--- src/afe_mode_pkg.sv ---
// Package with register map, field layout and types of the mode register bank.
package afe_mode_pkg;

    // Frame layout of one serial control word.
    localparam int FRAME_BITS = 11;
    localparam int SELECT_BITS = 3;
    localparam int DATA_BITS = 8;

    // Register select codes.
    localparam logic [2:0] SEL_OPERATING_MODE = 3'h6;
    localparam logic [2:0] SEL_RANGE_TEST = 3'h7;

    // Power-up values.
    localparam logic [7:0] OPERATING_MODE_RESET = 8'h00;
    localparam logic [7:0] RANGE_TEST_RESET = 8'h00;

    // Field positions in the operating mode control register.
    localparam int POS_POWER_DOWN = 7;
    localparam int POS_DIGITAL_RESET = 6;
    localparam int POS_TOP_REF = 5;
    localparam int POS_DC_REF = 4;
    localparam int POS_COUPLING = 3;
    localparam int POS_POLARITY = 2;
    localparam int POS_CONFIG_HI = 1;
    localparam int POS_CONFIG_LO = 0;

    // Field positions in the range, output and test control register.
    localparam int POS_UNUSED_TEST = 7;
    localparam int POS_OUTPUT_DISABLE = 6;
    localparam int POS_OFFSET_RANGE = 5;
    localparam int POS_CIS_REF_CIRCUIT = 4;
    localparam int POS_BUFFER_TEST = 3;
    localparam int POS_AMP_TEST = 2;
    localparam int POS_CONV_TEST = 1;
    localparam int POS_GENERAL_TEST = 0;

    // Signal configuration codes.
    localparam logic [1:0] CONFIG_SINGLE = 2'h1;
    localparam logic [1:0] CONFIG_TRIPLE = 2'h2;

    // Observation path selection.
    typedef enum logic [1:0] {
        OBSERVE_NONE = 2'h0,
        OBSERVE_BUFFER = 2'h1,
        OBSERVE_AMPLIFIER = 2'h3,
        OBSERVE_CONVERTER = 2'h2
    } observe_t;

    // Committed serial word.
    typedef struct packed {
        logic [2:0] select;
        logic [7:0] data;
    } frame_t;

    // Decoded analog front-end controls.
    typedef struct packed {
        logic power_down;
        logic top_reference_select;
        logic input_dc_reference_select;
        logic ac_coupling;
        logic inverted;
        logic triple_channel;
        logic single_channel;
        logic outputs_disabled;
        logic offset_range_symmetric;
        logic cis_reference_circuit;
        logic general_test_enable;
        observe_t observe;
    } afe_ctrl_t;

endpackage

--- src/sensor_afe_mode_registers.sv ---
// Mode and test control registers of the sensor front end.
//
// Functional notes
// RL1 - 11-bit word shifted in, committed on strobe
// RL2 - Power down keeps registers, configuration needs rewrite
// RL3 - Digital reset bit restores power-up values
// RL4 - Top reference: internal when clear, external set
// RL5 - DC reference: ground when clear, pin set
// RL6 - Coupling DC/AC and polarity normal/inverted bits
// RL7 - Configuration selects single or triple channel
// RL8 - Buffer test routes buffer to observation
// RL9 - Amplifier test routes amplifier to observation
`timescale 1ns/1ps

module sensor_afe_mode_registers
    import afe_mode_pkg::*;
(
    input wire logic mclk_in,
    input wire logic rst_n_in,
    input wire logic sclk_in,
    input wire logic serial_control_data_in,
    input wire logic load_strobe_in,
    output logic [7:0] operating_mode_control_out,
    output logic [7:0] range_output_and_test_control_out,
    output afe_ctrl_t afe_ctrl_out,
    output logic soft_reset_out,
    output logic config_stale_out
);

    frame_t frame;
    logic frame_valid;
    logic [7:0] operating_mode_control;
    logic [7:0] range_output_and_test_control;
    logic config_stale;
    logic soft_reset;

    serial_frame_rx u_rx (
        .mclk_in(mclk_in),
        .rst_n_in(rst_n_in),
        .sclk_in(sclk_in),
        .serial_control_data_in(serial_control_data_in),
        .load_strobe_in(load_strobe_in),
        .frame_out(frame),
        .frame_valid_out(frame_valid)
    );

    // Write decode; a mode write with the reset bit set only resets.
    wire wr_mode = frame_valid && frame.select == SEL_OPERATING_MODE;
    wire wr_test = frame_valid && frame.select == SEL_RANGE_TEST;
    wire reset_req = wr_mode && frame.data[POS_DIGITAL_RESET]; // RL3
    wire leaving_pd = wr_mode && !frame.data[POS_POWER_DOWN]
        && operating_mode_control[POS_POWER_DOWN];

    // Register storage; rst_n_in restores every register to power-up state, a digital reset all but soft_reset.
    always_ff @(posedge mclk_in or negedge rst_n_in) begin
        if (!rst_n_in) begin
            operating_mode_control <= OPERATING_MODE_RESET;
            range_output_and_test_control <= RANGE_TEST_RESET;
            config_stale <= 1'b0;
            soft_reset <= 1'b0;
        end else begin
            soft_reset <= reset_req;
            if (reset_req) begin
                operating_mode_control <= OPERATING_MODE_RESET; // RL3
                range_output_and_test_control <= RANGE_TEST_RESET; // RL3
                config_stale <= 1'b0;
            end else begin
                if (wr_mode) begin
                    operating_mode_control <= frame.data;
                end
                if (wr_test) begin
                    range_output_and_test_control <= frame.data;
                end
                // Leaving power down loses the configuration until rewritten.
                if (leaving_pd) begin
                    config_stale <= 1'b1; // RL2
                end else if (wr_mode) begin
                    config_stale <= 1'b0;
                end
            end
        end
    end

    // Decode of analog controls from the stored registers.
    wire [1:0] cfg = {operating_mode_control[POS_CONFIG_HI],
        operating_mode_control[POS_CONFIG_LO]};
    wire usable = !config_stale && !operating_mode_control[POS_POWER_DOWN];
    wire buf_t = range_output_and_test_control[POS_BUFFER_TEST];
    wire amp_t = range_output_and_test_control[POS_AMP_TEST];
    wire cnv_t = range_output_and_test_control[POS_CONV_TEST];
    // Buffer test takes priority when several observation bits are set.
    wire observe_t next_observe = buf_t ? OBSERVE_BUFFER : // RL8
        amp_t ? OBSERVE_AMPLIFIER : // RL9
        cnv_t ? OBSERVE_CONVERTER : OBSERVE_NONE;

    // Controls come from flip-flops so the analog side sees no glitches.
    always_ff @(posedge mclk_in or negedge rst_n_in) begin
        if (!rst_n_in) begin
            afe_ctrl_out <= '0;
        end else begin
            afe_ctrl_out.power_down <=
                operating_mode_control[POS_POWER_DOWN]; // RL2
            afe_ctrl_out.top_reference_select <=
                operating_mode_control[POS_TOP_REF]; // RL4
            afe_ctrl_out.input_dc_reference_select <=
                operating_mode_control[POS_DC_REF]; // RL5
            afe_ctrl_out.ac_coupling <=
                operating_mode_control[POS_COUPLING]; // RL6
            afe_ctrl_out.inverted <=
                operating_mode_control[POS_POLARITY]; // RL6
            afe_ctrl_out.single_channel <=
                usable && cfg == CONFIG_SINGLE; // RL7
            afe_ctrl_out.triple_channel <=
                usable && cfg == CONFIG_TRIPLE; // RL7
            afe_ctrl_out.outputs_disabled <=
                range_output_and_test_control[POS_OUTPUT_DISABLE];
            afe_ctrl_out.offset_range_symmetric <=
                range_output_and_test_control[POS_OFFSET_RANGE];
            afe_ctrl_out.cis_reference_circuit <=
                range_output_and_test_control[POS_CIS_REF_CIRCUIT];
            afe_ctrl_out.general_test_enable <=
                range_output_and_test_control[POS_GENERAL_TEST];
            afe_ctrl_out.observe <= next_observe;
        end
    end

    assign operating_mode_control_out = operating_mode_control;
    assign range_output_and_test_control_out = range_output_and_test_control;
    assign soft_reset_out = soft_reset;
    assign config_stale_out = config_stale;

endmodule

--- src/serial_frame_rx.sv ---
// Serial shifter that assembles and commits 11-bit control words.
`timescale 1ns/1ps

module serial_frame_rx
    import afe_mode_pkg::*;
(
    input wire logic mclk_in,
    input wire logic rst_n_in,
    input wire logic sclk_in,
    input wire logic serial_control_data_in,
    input wire logic load_strobe_in,
    output frame_t frame_out,
    output logic frame_valid_out
);

    logic sclk_prev;
    logic load_prev;
    logic [10:0] shift;
    logic [3:0] count;

    // Edge detection on the serial clock and the load strobe.
    wire sclk_rise = sclk_in & ~sclk_prev;
    wire load_rise = load_strobe_in & ~load_prev;
    wire full = (count == 4'(FRAME_BITS));

    // Shift only while the strobe is low; extra clocks are ignored.
    always_ff @(posedge mclk_in or negedge rst_n_in) begin
        if (!rst_n_in) begin
            sclk_prev <= 1'b0;
            load_prev <= 1'b1;
            shift <= 11'h000;
            count <= 4'h0;
        end else begin
            sclk_prev <= sclk_in;
            load_prev <= load_strobe_in;
            if (load_strobe_in) begin
                count <= 4'h0;
            end else if (sclk_rise && !full) begin
                shift <= {shift[9:0], serial_control_data_in}; // RL1
                count <= count + 4'h1;
            end
        end
    end

    // Commit on the strobe's rising edge only when a whole word arrived.
    always_ff @(posedge mclk_in or negedge rst_n_in) begin
        if (!rst_n_in) begin
            frame_out <= '0;
            frame_valid_out <= 1'b0;
        end else begin
            frame_valid_out <= load_rise && full; // RL1
            if (load_rise && full) begin
                frame_out <= shift;
            end
        end
    end

endmodule

--- config.mk ---
export PLATFORM = sky130hd
export DESIGN_NAME = sensor_afe_mode_registers
export DESIGN_NICKNAME = d
export VERILOG_FILES = /design/src/afe_mode_pkg.sv /design/src/sensor_afe_mode_registers.sv /design/src/serial_frame_rx.sv
export SDC_FILE = /design/constraint.sdc
export NUM_CORES = 1
export LEC_CHECK = 0
export ABC_AREA = 1
export BUFFER_PORTS_ARGS = -buffer_cell sky130_fd_sc_hd__buf_2
export CORE_MARGIN = 2
export CORE_UTILIZATION = 54
export CTS_CLUSTER_DIAMETER = 100
export DETAILED_ROUTE_END_ITERATION = 6
export GPL_TIMING_DRIVEN = 0
export PLACE_DENSITY_LB_ADDON = 0.12
export SYNTH_ARGS = -nofsm -noshare
export SYNTH_HDL_FRONTEND = slang
export SYNTH_SLANG_ARGS = --single-unit
--- constraint.sdc ---
create_clock -name mclk_in -period 1.4 [get_ports mclk_in]
set_input_delay 0.07 -clock mclk_in [delete_from_list [all_inputs] [get_ports mclk_in]]
set_output_delay 0.07 -clock mclk_in [all_outputs]
set_load 0.02 [all_outputs]
* Word level (Yosys, flattened, before mapping) *
Index checks and enable logic that the tools add are counted.

word-level totals
  register bits after elaboration = 60
  output and inout port bits = 31
  logic and storage cells = 65

cells by class
  add/subtract/negate cells = 1
  multiplexer cells = 12
  reductions and logical operators = 19
  bitwise logic cells = 5
  equal/unequal tests = 5

operators by type and width
  operator                                             count
  2-to-1 mux 8 bit                                     4
  logical AND 1 bit                                    10
  2-to-1 mux 4 bit                                     2
  equality test 3 bit, second input constant           2
  2-to-1 mux 2 bit                                     3
  nonzero test 2 bit                                   3
  adder 4 x 1 -> 4 bit, second input constant          1
  equality test 4 bit, second input constant           1
  logical NOT 1 bit                                    4
  2-to-1 mux 1 bit                                     3
  inverter 1 bit                                       3
  nonzero test 3 bit                                   1
  AND 1 bit                                            2
  equality test 2 x 1 -> 1 bit, second input constant  1
  equality test 2 bit, second input constant           1
  AND reduction 2 bit                                  1

* Logic depth before layout (Yosys ltp) *
  depth in word-level cells = 6
  depth in mapped cells = 7
  mapped depth without buffers = 6

* Modules after synthesis *
Synthesis repeated with hierarchy kept, for this count alone.

unflattened totals
  cell total of the unflattened synthesis = 230
  area, all modules = 2323.5 um2

modules (own cells, without submodules)
  module                     seq. area each (um2)  area an instance (um2)  instances  cells each
  serial_frame_rx            726.9                 1188.6                  1          127
  sensor_afe_mode_registers  775.7                 1134.8                  1          103

* Worst setup path before layout *
OpenSTA, ideal clock, no wires.

  path kind = register -> register
  from = register u_rx.count[0]
  to = register u_rx.shift[1]
  setup time = 0.116 ns
  buffers on the path = 2
  stages on the path, launching flop included = 8
  slack = 0.111 ns
  period minus slack after synthesis = 1.289 ns
  data required time = 1.284 ns
  arrival = 1.172 ns
  cells stage by stage = dfrtp_1 ha_1 nand3_2 buf_6 nand3_4 buf_6 nand2_1 nand2_1

between the ends
  word-level cells in the longest chain between the ends = 4

RTL lines
  what                           RTL line               text
  start, declared                serial_frame_rx.sv:19  logic [3:0] count;
  start signal, assigned         serial_frame_rx.sv:40  count <= count + 4'h1;
  equality test 4 bit            serial_frame_rx.sv:24  wire full = (count == 4'(FRAME_BITS));
  logical NOT 1 bit              serial_frame_rx.sv:38  end else if (sclk_rise && !full) begin
  logical AND 1 bit              serial_frame_rx.sv:38
  AND reduction 2 bit (no line)  n/a
  end signal, assigned           serial_frame_rx.sv:39  shift <= {shift[9:0], serial_control_data_in};
  end, declared                  serial_frame_rx.sv:18  logic [10:0] shift;

Every way passes these cells.
A chain may end at the register's enable or synchronous reset.

* Worst setup path in the final report *
  from = register u_rx.count[1]
  to = register u_rx.shift[9]

Same word-level chain as after synthesis.

==> impl_metrics.tcl <==
set metrics [dict create \
    status "completed" \
    avgViaCountPerCell 5.02 \
    start_util 0.566 \
    n_fill_cell 314 \
    worst-r2r-cell-count 7 \
    syn_area_per_cell_um2 10.2 \
    min_period_over_period 0.944 \
    reg2reg_from "u_rx.count[1]" \
    io_pins 36 \
    core-area_mm2 0.00406 \
    cellPowerDensity_mw_per_mm2 1200 \
    cts_buffers 9 \
    htree_levels 3 \
    worst-endpoint-required_ps 1620 \
    layout.nets 285 \
    criticalPathCategory "reg -> reg" \
    multi_input_area_um2 701 \
    min_period_ps 1320 \
    drv_cap 0 \
    clock-sinks 60 \
    crit_path_start_kind "flip-flop" \
    yosysWarnings 0 \
    gp_congestion 0.782 \
    pwr-share-seq 0.557 \
    dieHeight_um 69.2 \
    synth_top_area_share 0.643 \
    synthTopCellsByArea "dfrtp_1 64%, nand2_1 14%, nand3_1 4.6%" \
    finalHoldViolations 0 \
    grt_max_degree 61 \
    grt_pass1_vias 1594 \
    postRouteAntennaNets 0 \
    p_sw_frac 0.238 \
    path_max_fanout 10 \
    antennaDiodeCount 0 \
    finalSetupViolCount 0 \
    synth_edf_count 0 \
    io_buffer_count 35 \
    p_switching_uw 790 \
    crit_top_cell "nand2_1" \
    first_iter_violations 198 \
    ys_ff_latch 60 \
    die_area_mm2 0.00479 \
    slew_headroom 0.521 \
    die_x_um 69.2 \
    drc 0 \
    finClkSkew_ps 4.79 \
    path_cells "ha_2, nand3_2, buf_8, nand3_4, buf_6, nand2_1, nand2_1" \
    drive_gt1_frac 0.268 \
    arrival_ps 1540 \
    setup_ws_ps 77.7 \
    row_count 23 \
    slowest_delay_ps 400 \
    overflow 0 \
    clkTransAtPathRegs_ps 70 \
    synth.most_common_cell "nand2_1" \
    grt_pass1_wl_um 7360 \
    crit_slowest_cell "dfrtp_1" \
    crit_start "u_rx.count[1]" \
    first_pass_iters 4 \
    endpoint_kind "flip-flop" \
    grt_antenna_before_repair 0 \
    dp_slack_ps -6.11 \
    area_delta_synth_final_pct 20.9 \
    cts_tree "yes" \
    wl_um 4160 \
    wire_per_inst_um 12.4 \
    yosys-top-cells-count "83 x nand2_1, 59 x dfrtp_1, 21 x nand3_1, 16 x o21ai_0, 9 x inv_1" \
    vdd.ir_drop.worst_mv 0.924 \
    synth_ff_type "dfrtp_1" \
    synthCells 226 \
    grt.total_usage 0.193 \
    yosysSeqAreaShare 0.654 \
    worst_slew_pin_slew_ps 719 \
    internal_power_mw 2.53 \
    slew_viol_final 0 \
    rsz0062_at_grt "false" \
    root_buffer "clkbuf_8" \
    r2r_end "u_rx.shift[9]" \
    num_vias 1676 \
    p_comb_frac 0.043 \
    reg2reg_slack_ps 80 \
    seqCellArea_mm2 0.00150 \
    syn-num-nets 232 \
    hold_class "in -> async" \
    synth_cell_type_count 22 \
    dp_hpwl_um 2690 \
    power_mw 3.32 \
    clkLatencyLatePin_ps 330 \
    leakage_nw 1.60 \
    async_flop_share 1.00 \
    timing.fmax_mhz 756 \
    pwr-share-clk 0.400 \
    synth_area_mm2 0.00230 \
    yosys.area.top_type "dfrtp_1" \
    clockBufferDepth 2 \
    final_util 0.684 \
]
[worst max-delay path, delay by kind of cell (launching register included)]
| family | cells | cell delay (ps) |
|---|---|---|
| AND/OR/NAND/NOR | 4 | 300 |
| adder cells (fa/ha/maj) | 1 | 210 |
| flip-flops | 1 | 400 |
| buffers and inverters | 2 | 300 |
[how the worst max path moves through the flow]
stage	to	slack (ps)	cells after the start
floorplan	u_rx.shift[1]	110	7
global route	u_rx.shift[2]	0.2	7
finish	u_rx.shift[9]	80	7
CTS	u_rx.shift[9]	20	7
global placement	u_rx.shift[5]	20	7
detailed placement	u_rx.shift[1]	-6	7
[cell type report]
class / instances / share of cell area
sequential: 60 / 0.541
buffer: 4 / 0.0176
inverter: 14 / 0.0189
multi-input combinational: 148 / 0.252
clock inverter: 5 / 0.00991
timing repair buffer: 42 / 0.0865
clock buffer: 11 / 0.0509
tap: 50 / 0.0225
[power by group through the flow]
stage          clock [mW]  sequential (mW)  combinational (mW)
2_1_floorplan           0             1.87              0.0762
3_3_place_gp            0             1.88               0.128
4_1_cts              1.35             1.85               0.143
3_5_place_dp            0             1.88               0.131
5_1_grt              1.43             1.86               0.172
6_report             1.33             1.85               0.143
[sequential cells by signal (all words and copies together), names as in the netlist]
name and cells:
afe_ctrl_out 13, config_stale_out 1, operating_mode_control_out 8, range_output_and_test_control_out 8, soft_reset_out 1, u_rx.count 4
u_rx.frame_out 11, u_rx.frame_valid_out 1, u_rx.load_prev 1, u_rx.sclk_prev 1, u_rx.shift 11
[kinds of logic (layout without fill, tap and decap cells)]
group	count (synthesis)	count (layout)	synth area share
buffers and inverters	18	76	0.0425
AND/OR/NAND/NOR	123	123	0.243
XOR/XNOR	1	1	0.00382
flip-flops	60	60	0.654
AO/OA/AOI/OAI	23	23	0.0512
adder cells (fa/ha/maj)	1	1	0.00545
[layout by cell type, fill, tap and decap left out, drive strengths merged, types with 2 or more instances in the layout]
master,instances
nand2,85
dlygate4sd3,4
clkinv,4
or2,2
nor2,10
buf,42
o21ai,22
dfrtp,59
nand3,24
inv,14
clkbuf,11
[stage by stage]
stage / std cells / TNS, ps / cell area [um2] / hold slack, ps
2_1_floorplan: 226 / 0 / 2300 / -226
3_3_place_gp: 311 / 0 / 2530 / 193
3_5_place_dp: 311 / -8.94 / 2530 / 198
4_1_cts: 331 / 0 / 2740 / 72.1
5_1_grt: 334 / 0 / 2780 / 399
6_report: 334 / 0 / 2780 / 347
[layer usage]
layer	vias to the layer above	GRT usage	share of wire
met5	-	0	0
met4	0	0.105	0.016
met3	8	0.0407	0.042
met2	42	0.288	0.47
met1	794	0.266	0.47
li1	832	-	-
[repair_timing]
action                     CTS  global route
buffers inserted             1             2
resized for setup            0             3
hold buffers                 3             1
hold endpoints to repair     3            59
setup endpoints to repair   10            26
cloned                       0             0
pin swaps                    0             1
Power figures use the tool's default switching activity.
